**config.mk**
```make
export PLATFORM = sky130hd
export DESIGN_NAME = dma_channel_control
export DESIGN_NICKNAME = d
export VERILOG_FILES = /design/src/dma_ctl_pkg.sv /design/src/dma_channel_control.sv
export SDC_FILE = /design/constraint.sdc
export NUM_CORES = 1
export LEC_CHECK = 0
export BUFFER_PORTS_ARGS = -buffer_cell sky130_fd_sc_hd__buf_2
export CAP_MARGIN = 20
export CORE_MARGIN = 2
export CORE_UTILIZATION = 64
export DETAILED_ROUTE_END_ITERATION = 6
export PLACE_DENSITY = 0.86
export SETUP_SLACK_MARGIN = 0.05
export SLEW_MARGIN = 5
export SYNTH_ARGS = -nofsm -noshare
export SYNTH_HDL_FRONTEND = slang
export SYNTH_SLANG_ARGS = --single-unit
```
**constraint.sdc**
```tcl
create_clock -name core_clk -period 6.9 [get_ports core_clk]
set_input_delay 2.07 -clock core_clk [delete_from_list [all_inputs] [get_ports core_clk]]
set_output_delay 2.07 -clock core_clk [all_outputs]
set_load 0.02 [all_outputs]
```
**src/dma_ctl_pkg.sv**
```systemverilog
// Package for the two-module, four-channel DMA channel control block.
// Assumes a 32-bit APB master and a 10 MHz core clock.
package dma_ctl_pkg;
	localparam int NUM_CH = 4;
	localparam int CLK_MHZ = 10;
	// Latency and transfer pacing
	localparam int MIN_LAT_CYCLES = 4;
	localparam int XFER_CYCLES = 8;
	localparam int DEST_IDLE_CYCLES = 2;
	// Register byte offsets: channel n control at 0x00+8n, count at 0x04+8n
	localparam logic [7:0] CTRL_OFS = 8'h00;
	localparam logic [7:0] COUNT_OFS = 8'h04;
	localparam logic [7:0] CH_STRIDE = 8'h08;
	localparam logic [7:0] PRIO_OFS = 8'h20;
	localparam logic [7:0] HALT_OFS = 8'h24;
	localparam logic [7:0] NMI_OFS = 8'h28;
	// Control register field positions
	localparam int CTRL_ISEL_BIT = 0;
	localparam int CTRL_PRIO_BIT = 1;
	localparam int CTRL_SYNC_LO = 2;
	localparam int CTRL_INT_BIT = 4;
	localparam int CTRL_STOP_BIT = 5;
	localparam int CTRL_WORD_BIT = 6;
	localparam int CTRL_ARM_BIT = 7;
	localparam int CTRL_GUARD_BIT = 8;
	// Priority register field positions
	localparam int PRIO_A_BIT = 0;
	localparam int PRIO_B_BIT = 1;
	localparam int SRC_A_BIT = 2;
	localparam int SRC_B_BIT = 3;
	// Halt register: state bits 0..2, mask bits 4..6
	localparam int HALT_NMI_BIT = 0;
	localparam int HALT_A_BIT = 1;
	localparam int HALT_B_BIT = 2;
	localparam int HALT_MASK_SHIFT = 4;
	// Reset values
	localparam logic [15:0] COUNT_RST = 16'h0000;

	typedef enum logic [1:0] {
		SYNC_NONE = 2'b00,
		SYNC_SRC = 2'b01,
		SYNC_DST = 2'b10,
		SYNC_RSVD = 2'b11
	} sync_mode_type;

	typedef enum logic [1:0] {
		XF_IDLE = 2'b00,
		XF_LAT = 2'b01,
		XF_RUN = 2'b10
	} xfer_state_type;

	typedef struct packed {
		logic psel;
		logic penable;
		logic pwrite;
		logic [7:0] paddr;
		logic [31:0] pwdata;
	} apb_req_type;

	typedef struct packed {
		logic pready;
		logic [31:0] prdata;
		logic pslverr;
	} apb_rsp_type;

	typedef struct packed {
		logic internal_request_select;
		logic high_prio;
		sync_mode_type sync_mode_field;
		logic int_enable;
		logic stop_at_count_zero;
		logic word_size;
		logic channel_arm;
	} chan_cfg_type;

	// Per-cycle view of the bus engine for the outside world
	typedef struct packed {
		logic busy;
		logic [1:0] chan;
		logic word;
		sync_mode_type mode;
		logic done;
	} xfer_out_type;
endpackage

```
**src/dma_channel_control.sv**
```systemverilog
// DMA channel control: request selection, arming, counts, arbitration, halts.
// Assumes an APB master on core_clk and asynchronous external request pins.
//
// Notes on behaviour
// - Internal select ignores the external pin
// - External select ignores internal sources
// - Internal source chosen per module
// - Arm bit writes take effect only with guard set
// - Requests seen only while armed
// - Sync codes: 00 none, 01 source
// - Unsynchronized channel runs once armed
// - 16-bit counter decrements every transfer
// - Stop-at-zero bit disarms at zero
// - Unsynchronized always stops at zero
// - Interrupt needs stop bit and enable
// - In-module priority, equal ones rotate
// - Module priority, equal ones rotate
// - Serial request pulse moves one byte
// - Halt flag set by hardware NMI
// - Module halt bits suspend each module
// - Halt writes gated by mask bits
// - External pins pass a two-stage synchronizer
// - At least four cycles request to transfer
// - Eight cycles per transfer, plus two for destination sync
// - Code 10 selects destination sync
// - Size bit picks word or byte
//
// The register offsets and the APB interface to the registers are this design's own decisions.
`timescale 1ns/1ps
`default_nettype none
module dma_channel_control (
	input wire logic core_clk,
	input wire logic sys_rst,
	input wire dma_ctl_pkg::apb_req_type apb_req,
	output dma_ctl_pkg::apb_rsp_type apb_rsp,
	input wire logic [3:0] external_request_pin,
	input wire logic timer_request,
	input wire logic [1:0] serial_request,
	input wire logic hw_nmi,
	input wire logic irq_return,
	output logic [3:0] tc_irq,
	output dma_ctl_pkg::xfer_out_type xfer
);
	import dma_ctl_pkg::*;

	typedef struct packed {
		logic [3:0] sync1;
		logic [3:0] sync2;
		logic [3:0] ireq_prev;
		logic [3:0] pending;
		chan_cfg_type [3:0] cfg;
		logic [3:0][15:0] transfer_counter;
		logic module_a_priority;
		logic module_b_priority;
		logic module_a_internal_source;
		logic module_b_internal_source;
		logic halt_on_nmi_flag;
		logic halt_module_a;
		logic halt_module_b;
		logic [1:0] rot_in;
		logic rot_mod;
		xfer_state_type st;
		logic [3:0] cnt;
		logic [1:0] cur;
		logic [3:0] tc_irq;
		xfer_out_type xfer;
		apb_rsp_type rsp;
	} state_type;

	state_type s_q;
	state_type s_d;

	logic wr;
	logic rd;
	logic [3:0] reqsrc;
	logic [3:0] eligible;
	logic [1:0] mod_win;
	logic [1:0] mod_pick;
	logic [1:0] grant;
	logic any_grant;
	logic [1:0] winner_mod;
	logic [3:0] run_len;

	assign wr = apb_req.psel && apb_req.penable && apb_req.pwrite;
	assign rd = apb_req.psel && !apb_req.penable && !apb_req.pwrite;

	// Per-channel request source and eligibility
	genvar g;
	generate
		for (g = 0; g < NUM_CH; g++) begin : g_ch
			logic internal_src;
			logic int_req;
			logic halted;
			// Module A holds channels 0,1; module B channels 2,3
			assign internal_src = (g < 2) ? s_q.module_a_internal_source
				: s_q.module_b_internal_source;
			assign int_req = internal_src ? serial_request[g / 2] : timer_request;
			assign reqsrc[g] = s_q.cfg[g].internal_request_select ? int_req
				: s_q.sync2[g];
			assign halted = s_q.halt_on_nmi_flag
				|| ((g < 2) ? s_q.halt_module_a : s_q.halt_module_b);
			// Unsynchronized channels need no request once armed
			assign eligible[g] = s_q.cfg[g].channel_arm && !halted
				&& ((s_q.cfg[g].sync_mode_field == SYNC_NONE) || s_q.pending[g]);
		end
	endgenerate

	// In-module arbitration per module
	always_comb begin
		for (int m = 0; m < 2; m++) begin
			logic e0;
			logic e1;
			logic p0;
			logic p1;
			e0 = eligible[2 * m];
			e1 = eligible[2 * m + 1];
			p0 = s_q.cfg[2 * m].high_prio;
			p1 = s_q.cfg[2 * m + 1].high_prio;
			mod_win[m] = e0 || e1;
			if (e0 && e1) begin
				if (p0 != p1) begin
					mod_pick[m] = p1;
				end else begin
					mod_pick[m] = s_q.rot_in[m];
				end
			end else begin
				mod_pick[m] = e1;
			end
		end
	end

	// Module arbitration
	always_comb begin
		any_grant = mod_win[0] || mod_win[1];
		if (mod_win[0] && mod_win[1]) begin
			if (s_q.module_a_priority != s_q.module_b_priority) begin
				winner_mod = {1'b0, s_q.module_b_priority};
			end else begin
				winner_mod = {1'b0, s_q.rot_mod};
			end
		end else begin
			winner_mod = {1'b0, mod_win[1]};
		end
		grant = {winner_mod[0], mod_pick[winner_mod[0]]};
	end

	// Bus occupancy: eight cycles, two more for destination sync
	always_comb begin
		if (s_q.cfg[s_q.cur].sync_mode_field == SYNC_DST) begin
			run_len = 4'(XFER_CYCLES + DEST_IDLE_CYCLES - 1);
		end else begin
			run_len = 4'(XFER_CYCLES - 1);
		end
	end

	// Next-state logic
	always_comb begin
		logic [7:0] a;
		logic [31:0] wd;
		logic [1:0] ch;
		logic [15:0] nc;
		logic [3:0] new_req;
		a = apb_req.paddr;
		wd = apb_req.pwdata;
		ch = 2'(a[4:3]);
		nc = 16'h0000;
		new_req = 4'h0;
		s_d = s_q;
		s_d.tc_irq = 4'h0;
		s_d.xfer.done = 1'b0;
		// Two-stage pin synchronizer
		s_d.sync1 = external_request_pin;
		s_d.sync2 = s_q.sync1;
		// Rising edges of the selected source latch a pending request
		s_d.ireq_prev = reqsrc;
		for (int i = 0; i < NUM_CH; i++) begin
			if (reqsrc[i] && !s_q.ireq_prev[i] && s_q.cfg[i].channel_arm) begin
				new_req[i] = 1'b1;
			end
		end
		// NMI halt flag; hardware set wins over clear
		if (irq_return) begin
			s_d.halt_on_nmi_flag = 1'b0;
		end
		// Register writes
		if (wr) begin
			if (a < PRIO_OFS && a[2:0] == CTRL_OFS[2:0]) begin
				s_d.cfg[ch].internal_request_select = wd[CTRL_ISEL_BIT];
				s_d.cfg[ch].high_prio = wd[CTRL_PRIO_BIT];
				s_d.cfg[ch].sync_mode_field = sync_mode_type'(wd[CTRL_SYNC_LO +: 2]);
				s_d.cfg[ch].int_enable = wd[CTRL_INT_BIT];
				s_d.cfg[ch].stop_at_count_zero = wd[CTRL_STOP_BIT];
				s_d.cfg[ch].word_size = wd[CTRL_WORD_BIT];
				if (wd[CTRL_GUARD_BIT]) begin
					s_d.cfg[ch].channel_arm = wd[CTRL_ARM_BIT];
				end
			end else if (a < PRIO_OFS && a[2:0] == COUNT_OFS[2:0]) begin
				s_d.transfer_counter[ch] = wd[15:0];
			end else if (a == PRIO_OFS) begin
				s_d.module_a_priority = wd[PRIO_A_BIT];
				s_d.module_b_priority = wd[PRIO_B_BIT];
				s_d.module_a_internal_source = wd[SRC_A_BIT];
				s_d.module_b_internal_source = wd[SRC_B_BIT];
			end else if (a == HALT_OFS) begin
				if (wd[HALT_MASK_SHIFT + HALT_NMI_BIT]) begin
					s_d.halt_on_nmi_flag = wd[HALT_NMI_BIT];
				end
				if (wd[HALT_MASK_SHIFT + HALT_A_BIT]) begin
					s_d.halt_module_a = wd[HALT_A_BIT];
				end
				if (wd[HALT_MASK_SHIFT + HALT_B_BIT]) begin
					s_d.halt_module_b = wd[HALT_B_BIT];
				end
			end
		end
		if (hw_nmi) begin
			s_d.halt_on_nmi_flag = 1'b1;
		end
		// Transfer engine
		case (s_q.st)
			XF_IDLE: begin
				if (any_grant) begin
					s_d.cur = grant;
					s_d.cnt = 4'(MIN_LAT_CYCLES - 2);
					s_d.st = XF_LAT;
				end
			end
			XF_LAT: begin
				// Synchronize-and-prioritize delay before the bus cycle
				if (s_q.cnt != 4'h0) begin
					s_d.cnt = s_q.cnt - 4'h1;
				end else if (!eligible[s_q.cur]) begin
					s_d.st = XF_IDLE;
				end else begin
					s_d.st = XF_RUN;
					s_d.cnt = run_len;
					s_d.xfer.busy = 1'b1;
					s_d.xfer.chan = s_q.cur;
					s_d.xfer.word = s_q.cfg[s_q.cur].word_size;
					s_d.xfer.mode = s_q.cfg[s_q.cur].sync_mode_field;
				end
			end
			XF_RUN: begin
				if (s_q.cnt != 4'h0) begin
					s_d.cnt = s_q.cnt - 4'h1;
				end else begin
					s_d.st = XF_IDLE;
					s_d.xfer.busy = 1'b0;
					s_d.xfer.done = 1'b1;
					s_d.pending[s_q.cur] = 1'b0;
					nc = s_q.transfer_counter[s_q.cur] - 16'h0001;
					s_d.transfer_counter[s_q.cur] = nc;
					// Rotation moves away from the served channel and module
					s_d.rot_in[s_q.cur[1]] = ~s_q.cur[0];
					s_d.rot_mod = ~s_q.cur[1];
					if (nc == 16'h0000) begin
						if (s_q.cfg[s_q.cur].stop_at_count_zero
							|| s_q.cfg[s_q.cur].sync_mode_field == SYNC_NONE) begin
							s_d.cfg[s_q.cur].channel_arm = 1'b0;
						end
						if (s_q.cfg[s_q.cur].stop_at_count_zero
							&& s_q.cfg[s_q.cur].int_enable) begin
							s_d.tc_irq[s_q.cur] = 1'b1;
						end
					end
				end
			end
			default: begin
				s_d.st = XF_IDLE;
			end
		endcase
		// A request edge in the completing cycle wins over its clear
		s_d.pending = s_d.pending | new_req;
		// APB answer: ready in the access cycle, read data fetched in setup
		s_d.rsp.pready = apb_req.psel && !apb_req.penable;
		s_d.rsp.pslverr = apb_req.psel && !apb_req.penable && (a[1:0] != 2'b00
			|| a > NMI_OFS);
		if (rd) begin
			if (a < PRIO_OFS && a[2:0] == CTRL_OFS[2:0]) begin
				s_d.rsp.prdata = {23'h0, 1'b0, s_q.cfg[ch].channel_arm,
					s_q.cfg[ch].word_size, s_q.cfg[ch].stop_at_count_zero,
					s_q.cfg[ch].int_enable, s_q.cfg[ch].sync_mode_field,
					s_q.cfg[ch].high_prio, s_q.cfg[ch].internal_request_select};
			end else if (a < PRIO_OFS && a[2:0] == COUNT_OFS[2:0]) begin
				s_d.rsp.prdata = {16'h0, s_q.transfer_counter[ch]};
			end else if (a == PRIO_OFS) begin
				s_d.rsp.prdata = {28'h0, s_q.module_b_internal_source,
					s_q.module_a_internal_source, s_q.module_b_priority,
					s_q.module_a_priority};
			end else if (a == HALT_OFS) begin
				s_d.rsp.prdata = {29'h0, s_q.halt_module_b, s_q.halt_module_a,
					s_q.halt_on_nmi_flag};
			end else if (a == NMI_OFS) begin
				s_d.rsp.prdata = {28'h0, s_q.pending};
			end else begin
				s_d.rsp.prdata = 32'h0;
			end
		end
	end

	// State register
	always_ff @(posedge core_clk) begin
		if (sys_rst) begin
			s_q <= '0;
		end else begin
			s_q <= s_d;
		end
	end

	assign apb_rsp = s_q.rsp;
	assign tc_irq = s_q.tc_irq;
	assign xfer = s_q.xfer;
endmodule // dma_channel_control
`default_nettype wire

```
# Yosys cells after proc, flatten, opt, wreduce, memory -nomap -nowiden

Index checks and enable logic that the tools add are counted.

Bits in registers: 175
Bits in latches: 0
Bits in writable memories: 0
Bits in read-only memories: 0
Input port bits: 54
Output and inout bits: 45
Logic and storage cells: 269
Memories kept: 0

Add/sub/neg operators: 2
Multiply operators: 0
Divide/modulo/power cells: 0
Magnitude comparators: 9
Equal/unequal tests: 16
Shift-type cells: 0
Muxes and demuxes: 101
Bitwise logic cells: 12
Reductions and logical operators: 72

Operators by type and width:

| cell                    | number |
|---|---|
| $bwmux W32              | 8 |
| $mux W100               | 2 |
| $bwmux W64              | 2 |
| $demux W8 S2            | 8 |
| $mux W32                | 4 |
| $mux W103               | 1 |
| $mux W16                | 6 |
| $mux W71                | 1 |
| $bmux W16 S2            | 2 |
| $demux W16 S2           | 2 |
| $mux W64                | 1 |
| $mux W4                 | 9 |
| $bmux W8 S2             | 2 |
| $logic_and A1 B1 Y1     | 30 |
| $mux W1                 | 30 |
| $eq A8 B6 Y1 const B    | 3 |
| $mux W6                 | 4 |
| $mux W8                 | 3 |
| $logic_not A16 Y1       | 1 |
| $sub A16 B1 Y16 const B | 1 |
| $mux W7                 | 2 |
| $logic_not A2 Y1        | 6 |
| $pmux W4 S3             | 1 |
| $reduce_and A4 Y1       | 3 |
| other kinds (36)        | 80 |

# Longest topological paths before layout

Gate-level depths: netlist of run 1.

Depth after elaboration: 20
Gate-level depth with buffers: 11
Gate-level depth less buffers: 9

# Worst setup path before layout of run 1

OpenSTA, ideal clock, no wires.

Path type: input to register
From: in apb_req[39] in the netlist's numbering
To: reg s_q[118] in the netlist's numbering
Setup time: 137 ps
Arrival time: 4,340 ps
Data required time: 6,763 ps
Slack: 2,424 ps
Cell stages on the path: 9
Path buffers: 3
Cells stage by stage: or4_1 -> clkbuf_1 -> or3_1 -> nor2_1 -> and3_1 -> clkbuf_1 -> buf_2 -> mux2i_1 -> o22ai_1

Longest elaborated chain between the ends: 8
Elaborated cells between the ends (all ways): 9
Classes of those cells: order compare: 1; mux: 6; reduce/logical: 2

Ends and longest elaborated chain:

| element                | RTL line                                               | text |
|---|---|---|
| start: declaration     | dma_channel_control.sv:34                              | `input wire dma_ctl_pkg::apb_req_type apb_req,` |
| $lt A8 B6 Y1 (*)       | dma_channel_control.sv:187, dma_channel_control.sv:197 |  |
| $logic_and A1 B1 Y1    | dma_channel_control.sv:197                             | `end else if (a < PRIO_OFS && a[2:0] == COUNT_OFS[2:0]) begin` |
| $mux W64               | dma_channel_control.sv:197                             |  |
| $mux W71 (*)           | dma_channel_control.sv:187                             | `if (a < PRIO_OFS && a[2:0] == CTRL_OFS[2:0]) begin` |
| $mux W103 (*)          | dma_channel_control.sv:186                             | `if (wr) begin` |
| $bwmux W64             | dma_channel_control.sv:252                             | `s_d.transfer_counter[s_q.cur] = nc;` |
| $mux W100              | dma_channel_control.sv:244                             | `if (s_q.cnt != 4'h0) begin` |
| $mux W100 (*)          | dma_channel_control.sv:220                             | `case (s_q.st)` |
| end signal: assignment | dma_channel_control.sv:304                             | `s_q <= '0;` |
| end signal: assignment | dma_channel_control.sv:306                             | `s_q <= s_d;` |
| end: declaration       | dma_channel_control.sv:70                              | `state_type s_q;` |

Mark *: on every way between the ends. The rest lies on a longest branch, timed or not.
A chain may end at the register's enable or synchronous reset.

# Worst setup path in the final report of run 1

From: in apb_req[39] in the netlist's numbering
To: reg s_q[109] in the netlist's numbering

Same word-level chain as after synthesis.

==> impl_metrics.yaml, run 1 <==
run_status:
  status: "finished clean"
clock_network:
  hold_buffers: 0
  cts_resized: 0
  cts_setup_buffers: 0
  cts.sinks: 159
  ctsRootBufferMaster: "clkbuf_16"
  clock_latency_ps: 440
  cts_max_level: 4
  tritoncts: "built"
  numCtsBuffers: 17
  cts.reportedPaths.clkPinSlew_ps: 60
  clockBufferDepth: 2
worst_setup_path:
  slowest_stage: "or4_1"
  critPathLaunchType: "input pin"
  cp-end-kind: "register"
  timing.rr.end: "s_q[135]"
  crit_arrival_ps: 5040
  r2r_slack_ps: 2320
  critical-path-max-stage-delay_ps: 720
  r2r_cells: 8
  cpMostUsedCell: "nor2_1"
  reg2reg_from: "s_q[46]"
  path_max_fanout: 17
  worstPathRequired_ps: 7180
  cpLargestDelayFamily: "simple AND/OR/NAND/NOR gates"
  startpoint: "apb_req[39]"
  crit_type: "input pin to register"
  worstPathCellList: "buf_2, or4_1, or3_1, nor2_1, nand2_1, mux2_2, nor2_1, a211oi_1"
  critPathBufInv: 1
grt:
  grt_pass1_vias: 7233
  grt_pass1_wl_um: 37700
  antenna_found_initial: 1
  overflow: 0
  grt_max_degree: 79
  grt_usage_pct: 33.6
logic_synthesis:
  synth_top_cell_area_share_pct: 36.7
  synth_common_cells: "159 x dfxtp_1, 110 x nor2_1, 63 x mux2i_1, 63 x nand2_1, 58 x a211oi_1"
  synth_flop_cell: "dfxtp_1"
  yosys.cell_count.top_type: "dfxtp_1"
  ys_warn_count: 0
  syn_avg_cell_area_sq_um: 9.47
  synthArstFlopShare_pct: 0
  yosysSeqAreaShare_pct: 36.7
  ys_ff_latch: 159
  synthTopCellsByArea: "dfxtp_1 37%, mux4_2 8.6%, mux2i_1 7.3%, a211oi_1 5.0%, nor2_1 4.8%"
  syn_inst: 916
  synth_cell_types: 59
  synth_top_area_cell: "dfxtp_1"
  synth_area_sq_um: 8670
  synth_edf_count: 0
sta:
  relSlewSlack_pct: 26.2
  max_freq_ghz: 0.210
  tightest_slew_ps: 1100
  drv_slew: 0
  period_share_pct: 69.0
  skew_ps: 9.40
  rsz0062_at_grt: "false"
  setup_viol: 0
  fin_tns_setup_ps: 0
  setup_ws_ps: 2140
  fin_crit_ps: 4760
  finalHoldViolCount: 0
cells_and_area:
  multi_input_area_sq_um: 4850
  regArea_sq_um: 3180
  nFillCells: 965
  diodes: 0
  drive_gt1_share_pct: 20.7
  syn_to_final_growth_pct: 8.43
  final_net_count: 982
die:
  die_h_um: 120
  die_w_um: 120
  io_pins: 99
  placementRows: 42
  dieArea_sq_um: 14500
  start_util_pct: 65.5
  core_sq_um: 13200
detailed_routing:
  first_pass_iters: 6
  wl_um: 23800
  wire_per_inst_um: 21.5
  drtAntennaViolNets: 0
  viasPerCell: 6.67
  route.vias.total: 7402
  dr.first_iter.drc_count: 978
  route.detailed.drc: 0
placed_design:
  dp_slack_ps: 1810
  place_congestion: 0.958
  port_buffers: 66
  hpwl_um: 15400
power_and_ir_drop:
  powerDensity_nw_per_um2: 219
  cellLeakagePower_uw: 0.00371
  max-vdd-ir-drop_v: 0.000169
worst_hold_path:
  hold_path_class: "register to register"
  min_path_cells: 1
  min_to: "s_q[167]"
  min-delay-start: "s_d[167]"
flow_run:
  timing.max_cap.violations: 0
==> layout by cell type (no fill, tap or decap), types with 5 or more instances in the layout <==
cell type / netlist / routed
conb_1: 1 / 16
or2_2: 7 / 7
dfxtp_1: 159 / 158
bufinv_16: 0 / 5
buf_2: 1 / 65
o211ai_1: 5 / 5
nand3b_1: 7 / 7
clkbuf_16: 0 / 17
xor2_1: 6 / 6
o22ai_1: 23 / 23
a211oi_1: 58 / 58
mux4_1: 9 / 9
a21oi_1: 49 / 49
xnor2_1: 7 / 7
a221oi_1: 5 / 5
clkinv_2: 0 / 6
nor4_1: 8 / 7
buf_4: 46 / 14
inv_1: 14 / 14
mux2i_1: 63 / 63
nor2b_1: 16 / 16
mux2_2: 26 / 26
nor3_1: 20 / 19
nand2_1: 63 / 63
nor2_1: 110 / 110
mux4_2: 33 / 33
ha_1: 8 / 8
o21ai_0: 20 / 20
nand3_1: 35 / 35
==> cells by family after synthesis <==
logic type | share of synthesized area (%)
AOI/OAI and AO/OA | 13.2
muxes | 22.8
xor gates and xnor gates | 1.31
and+or+nand+nor | 16.5
other | 0.0432
DFF | 36.7
adders and majority gates | 1.27
buffers and inverters | 8.15
==> layout make-up <==
type | instances | area share [%]
Clock buffer | 20 | 4.86
Clock inverter | 12 | 2.01
Inverter | 14 | 0.559
Multi-Input combinational cell | 648 | 51.6
Sequential cell | 159 | 33.9
Tap cell | 176 | 2.34
Timing Repair Buffer | 80 | 4.74
==> where the power goes <==
part,internal (uW),leakage [uW],switching (uW)
registers,924,0.00128,2.47
logic,27.1,0.00210,71.5
clock network,657,0.000323,375
==> worst max path at each step <==
stage / slack [ps] / cells past startpoint / end
final: 2140 / 8 / s_q[109]
after global routing: 2070 / 8 / s_q[101]
after CTS: 2170 / 8 / s_q[117]
after detailed placement: 1810 / 8 / s_q[117]
after global placement: 1900 / 8 / s_q[112]
after floorplan: 2420 / 9 / s_q[118]
==> routing by layer <==
layer / up-vias / global-route usage [%] / part of all wire [%]
li1: 3307 / - / -
met1: 3443 / 43.7 / 38
met2: 560 / 51.3 / 46
met3: 92 / 8.92 / 12
met4: 0 / 17.7 / 4.1
met5: - / 0 / 0
==> stage by stage <==
stage	util, %	hold slack (ps)	power (uW)	instance area [sq um]	instances
after floorplan	-	414	1020	8730	931
after global placement	66.0	416	1040	8740	1076
after detailed placement	66.0	428	1040	8740	1076
after CTS	70.9	441	2050	9390	1108
after global routing	71.0	457	2110	9400	1109
final	71.0	438	2060	9400	1109
==> flip-flops by register name (all words and copies together) (netlist names) <==
register / count
apb_rsp: 18
xfer: 7
s_q: 124
s_d: 4
tc_irq: 4
g_ch.internal_src: 2
Note: power is estimated with default switching activity, not from simulation.
==> inputs of run 2 (changes only) <==
CORE_UTILIZATION = 53   (was 64)
PLACE_DENSITY = 0.76   (was 0.86)
clock period = 4.19 ns   (was 6.9 ns; I/O delays follow)
==> run 2 against run 1 <==
  * Final area grew 1.7%
  * Sequential share of layout area shrank 0.57 points
  * Non-clock buffer count rose by 14
  * Clock power rose by 65%
  * Total power rose by 65%
  * Worst setup slack got worse by 1700 ps
  * Cell count rose by 4.9%
  * Worst hold slack got worse by 2.7 ps
  * First-iteration DRC count is 18% lower
==> impl_metrics.yaml, run 2 (synthesis results as in run 1) <==
run_status:
  status: "finished clean"
grt:
  grt_max_degree: 58
  grt_use_met1_pct: 37.7
  grt_usage_pct: 28.2
  overflow: 0
  global_route.peak_usage_layer: "met2"
  antenna_found_initial: 0
  grt_pass1_wl_um: 38400
  use_met3_pct: 6.34
  grt_pass1_vias: 7075
  use_met2_pct: 43.3
clock_network:
  cts_max_level: 4
  cts_setup_buffers: 0
  cts.sinks: 159
  numCtsBuffers: 17
  ctsRootBufferMaster: "clkbuf_16"
  tritoncts: "built"
  cts_resized: 0
  cts.reportedPaths.clkPinSlew_ps: 60
  clock_latency_ps: 430
  hold_buffers: 0
  clockBufferDepth: 2
worst_setup_path:
  critical-path-max-stage-delay_ps: 740
  cpLargestDelayFamily: "simple AND/OR/NAND/NOR gates"
  path_max_fanout: 14
  worstPathRequired_ps: 4500
  worstPathCellList: "mux4_1, or4_4, nor4_1, xnor2_1, nand3_2, or3b_4, nor4_1"
  critPathLaunchType: "register"
  critPathBufInv: 0
  crit_arrival_ps: 4030
  slowest_stage: "mux4_1"
  cpMostUsedCell: "nor4_1"
  cp-end-kind: "register"
  crit_type: "register to register"
flow_run:
  timing.max_cap.violations: 0
die:
  die_h_um: 132
  die_w_um: 132
  start_util_pct: 54.4
  dieArea_sq_um: 17400
  io_pins: 99
  placementRows: 46
  core_sq_um: 15900
cells_and_area:
  most-common-layout-cells: "158 x dfxtp_1, 110 x nor2_1, 65 x buf_2"
  final_net_count: 996
  largest_reg_flops: 124
  diodes: 0
  syn_to_final_growth_pct: 10.3
  top_register: "s_q"
  drive_gt1_share_pct: 21.8
  nFillCells: 1382
  final_common_cell: "dfxtp_1"
sta:
  max_freq_ghz: 0.269
  finalHoldViolCount: 0
  relSlewSlack_pct: 37.1
  drv_slew: 0
  rsz0062_at_grt: "false"
  tightest_slew_ps: 943
  setup_ws_ps: 472
  fin_tns_setup_ps: 0
  setup_viol: 0
  fin_crit_ps: 3720
  skew_ps: 7.53
  period_share_pct: 88.7
detailed_routing:
  wl_um: 24100
  route.detailed.drc: 0
  route.vias.total: 7275
  dr.first_iter.drc_count: 803
  viasPerCell: 6.26
  wire_per_inst_um: 20.7
  first_pass_iters: 6
  drtAntennaViolNets: 0
power_and_ir_drop:
  max-vdd-ir-drop_v: 0.000392
  powerDensity_nw_per_um2: 355
  cellLeakagePower_uw: 0.00377
placed_design:
  hpwl_um: 16100
  dp_slack_ps: 579
  place_congestion: 1.01
  port_buffers: 66
worst_hold_path:
  hold_path_class: "register to register"
==> run 2: changes by cell type in the layout (fill, tap and decap cells not counted), sizes merged <==
| cell | previous run | this run |
|---|---|---|
| clkinvlp | 0 | 1 |
| clkinv | 7 | 5 |
| clkbuf | 20 | 21 |
| buf | 80 | 94 |
==> run 2: area by class of cell <==
class	count	area, sq um	share of cell area (%)
clock buffers	21	460	4.81
clock inverters	11	186	1.95
inverters	14	52.6	0.550
well taps	216	270	2.83
repair buffers	94	556	5.81
flip-flops and latches	159	3180	33.3
multi-input cells	648	4850	50.8
==> run 2: per-stage QoR <==
| stage | utilization (%) | hold slack, ps | instance area (sq um) | total power [uW] | std cells |
|---|---|---|---|---|---|
| 2_1_floorplan | - | 414 | 8730 | 1670 | 931 |
| 3_3_place_gp | 55.9 | 416 | 8920 | 1720 | 1131 |
| 3_5_place_dp | 55.9 | 422 | 8920 | 1720 | 1131 |
| 4_1_cts | 60.0 | 436 | 9560 | 3400 | 1163 |
| 5_1_grt | 60.0 | 454 | 9560 | 3490 | 1163 |
| 6_report | 60.0 | 435 | 9560 | 3390 | 1163 |
==> run 2: power by group <==
group	total [uW]	internal [uW]	switching [uW]
sequential	1520	1520	3.79
combinational	164	46.0	118
clock	1700	1090	619
==> run 2: worst paths after layout <==
check | from | endpoint | slack, ps | depth (start not counted)
min | s_d[169] | s_q[169] | 440 | 1
max reg2reg | s_q[45] | tc_irq[2] | 470 | 7
min reg2reg | s_d[169] | s_q[169] | 440 | 1
max | s_q[45] | tc_irq[2] | 470 | 7
==> run 2: routing by layer <==
metal	wire [um]	vias to the layer above
li1	-	3332
met3	2060	67
met2	11000	366
met1	10200	3510
met5	0	-
met4	887	0
==> inputs of run 3 (changes only) <==
BUFFER_PORTS_ARGS = -buffer_cell sky130_fd_sc_hd__buf_4   (was -buffer_cell sky130_fd_sc_hd__buf_2)
==> run 3 against run 2 <==
  * Clock power shrank 9%
  * Critical path depth is the same
  * Flip-flop and latch count is the same
  * Fmax grew 2.7%
  * Utilization grew 0.66 points
  * Count of clock-buffer cells in the layout grew 1
  * Critical path type unchanged
==> impl_metrics.yaml, run 3 (synthesis results as in run 1) <==
cells_and_area:
  drive_gt1_share_pct: 21.9
  final_net_count: 995
  syn_to_final_growth_pct: 11.5
  final_common_cell: "dfxtp_1"
  diodes: 0
  largest_reg_flops: 124
  final_cells: 1162
  top_register: "s_q"
  most-common-layout-cells: "158 x dfxtp_1, 110 x nor2_1, 92 x buf_4"
die:
  placementRows: 46
  core_sq_um: 15900
  dieArea_sq_um: 17400
  die_h_um: 132
  io_pins: 99
  start_util_pct: 54.4
  die_w_um: 132
sta:
  fin_crit_ps: 3620
  setup_ws_ps: 571
  setup_viol: 0
  drv_slew: 0
  period_share_pct: 86.4
  finalHoldViolCount: 0
  skew_ps: 9.27
  rsz0062_at_grt: "false"
  fin_tns_setup_ps: 0
  max_freq_ghz: 0.276
  whs_ps: 435
  relSlewSlack_pct: 49.4
  tightest_slew_ps: 759
clock_network:
  cts.sinks: 159
  tritoncts: "built"
  clock_latency_ps: 430
  cts_setup_buffers: 0
  cts_resized: 0
  numCtsBuffers: 17
  hold_buffers: 0
  cts_max_level: 4
  cts.reportedPaths.clkPinSlew_ps: 70
  ctsRootBufferMaster: "clkbuf_16"
  clockBufferDepth: 2
worst_setup_path:
  crit_type: "register to register"
  critPathLaunchType: "register"
  cp-end-kind: "register"
  reg2reg_from: "s_q[45]"
  critical-path-max-stage-delay_ps: 720
  crit_arrival_ps: 3950
  worstPathRequired_ps: 4520
  timing.rr.end: "tc_irq[1]"
  r2r_cells: 7
  r2r_slack_ps: 570
  slowest_stage: "mux4_1"
  cpMostUsedCell: "nor4_1"
  worstPathCellList: "mux4_1, or4_4, nor4_1, xnor2_1, nand3_2, or3b_4, nor4_1"
  path_max_fanout: 14
run_status:
  status: "finished clean"
worst_hold_path:
  min_path_cells: 1
  min_to: "s_q[169]"
  hold_path_class: "register to register"
  min-delay-start: "s_d[169]"
placed_design:
  hpwl_um: 16100
  place_congestion: 1.01
  port_buffers: 66
  placedCellCount: 1130
  dp_slack_ps: 488
detailed_routing:
  first_pass_iters: 6
  dr.first_iter.drc_count: 909
  wire_per_inst_um: 20.4
  viasPerCell: 6.23
  route.detailed.drc: 0
  drtAntennaViolNets: 0
  wl_um: 23700
  route.vias.total: 7238
grt:
  overflow: 0
  grt_pass1_vias: 6903
  grt_max_degree: 97
  grt_pass1_wl_um: 38100
  grt_usage_pct: 27.9
  antenna_found_initial: 0
power_and_ir_drop:
  powerDensity_nw_per_um2: 336
  cellLeakagePower_uw: 0.00377
  p_total_uw: 3250
  max-vdd-ir-drop_v: 0.000297
flow_run:
  timing.max_cap.violations: 0
[run 3: cell types whose count changed in the layout (fill, tap and decap cells not counted), sizes merged]
cell	previous run	this run
clkinvlp	1	2
inv	14	15
clkbuf	21	22
buf	94	93
clkinv	5	6
bufinv	5	1
[run 3: per-stage QoR]
stage	util, %	cell area, sq um
floorplan	-	8730
global placement	56.9	9070
detailed placement	56.9	9070
CTS	60.6	9670
global route	60.6	9670
finish	60.6	9670
[run 3: worst max-delay path by stage]
stage / start / to / slack, ps / cells past startpoint
final: s_q[45] / tc_irq[1] / 570 / 7
after global routing: s_q[45] / tc_irq[2] / 390 / 7
after CTS: s_q[45] / tc_irq[1] / 600 / 7
after detailed placement: apb_req[39] / s_q[83] / 490 / 8
after global placement: apb_req[39] / s_q[82] / 540 / 8
after floorplan: apb_req[39] / s_q[118] / 530 / 9
[run 3: layout make-up]
class,instances,area (sq um)
fill,1328,6270
multi-input combinational,648,4850
sequential,159,3180
timing repair buffer,93,711
clock buffer,22,494
tap,216,270
clock inverter,10,103
inverter,14,52.6
[run 3: per-layer routing]
layer	share of wire [%]	wire length (um)	global-route usage (%)	up-vias
met1	43	10100	38.5	3436
met2	45	10700	42.4	399
met5	0	0	0	-
met3	9.3	2210	6.88	63
li1	-	-	-	3340
met4	3.0	707	10.9	0
[run 3: critical path: cells and delay by family (launching register included)]
family        cells  cell delay [ps]
simple gates      5             1880
mux               1              720
flops             1              620
xor+xnor          1              290
[run 3: power by group]
| part | total (uW) | switching, uW | internal [uW] | leakage [uW] |
|---|---|---|---|---|
| clock network | 1550 | 645 | 902 | 0.000289 |
| registers | 1520 | 4.17 | 1520 | 0.00128 |
| logic | 175 | 117 | 57.5 | 0.00220 |
| total | 3250 | 766 | 2480 | 0.00377 |
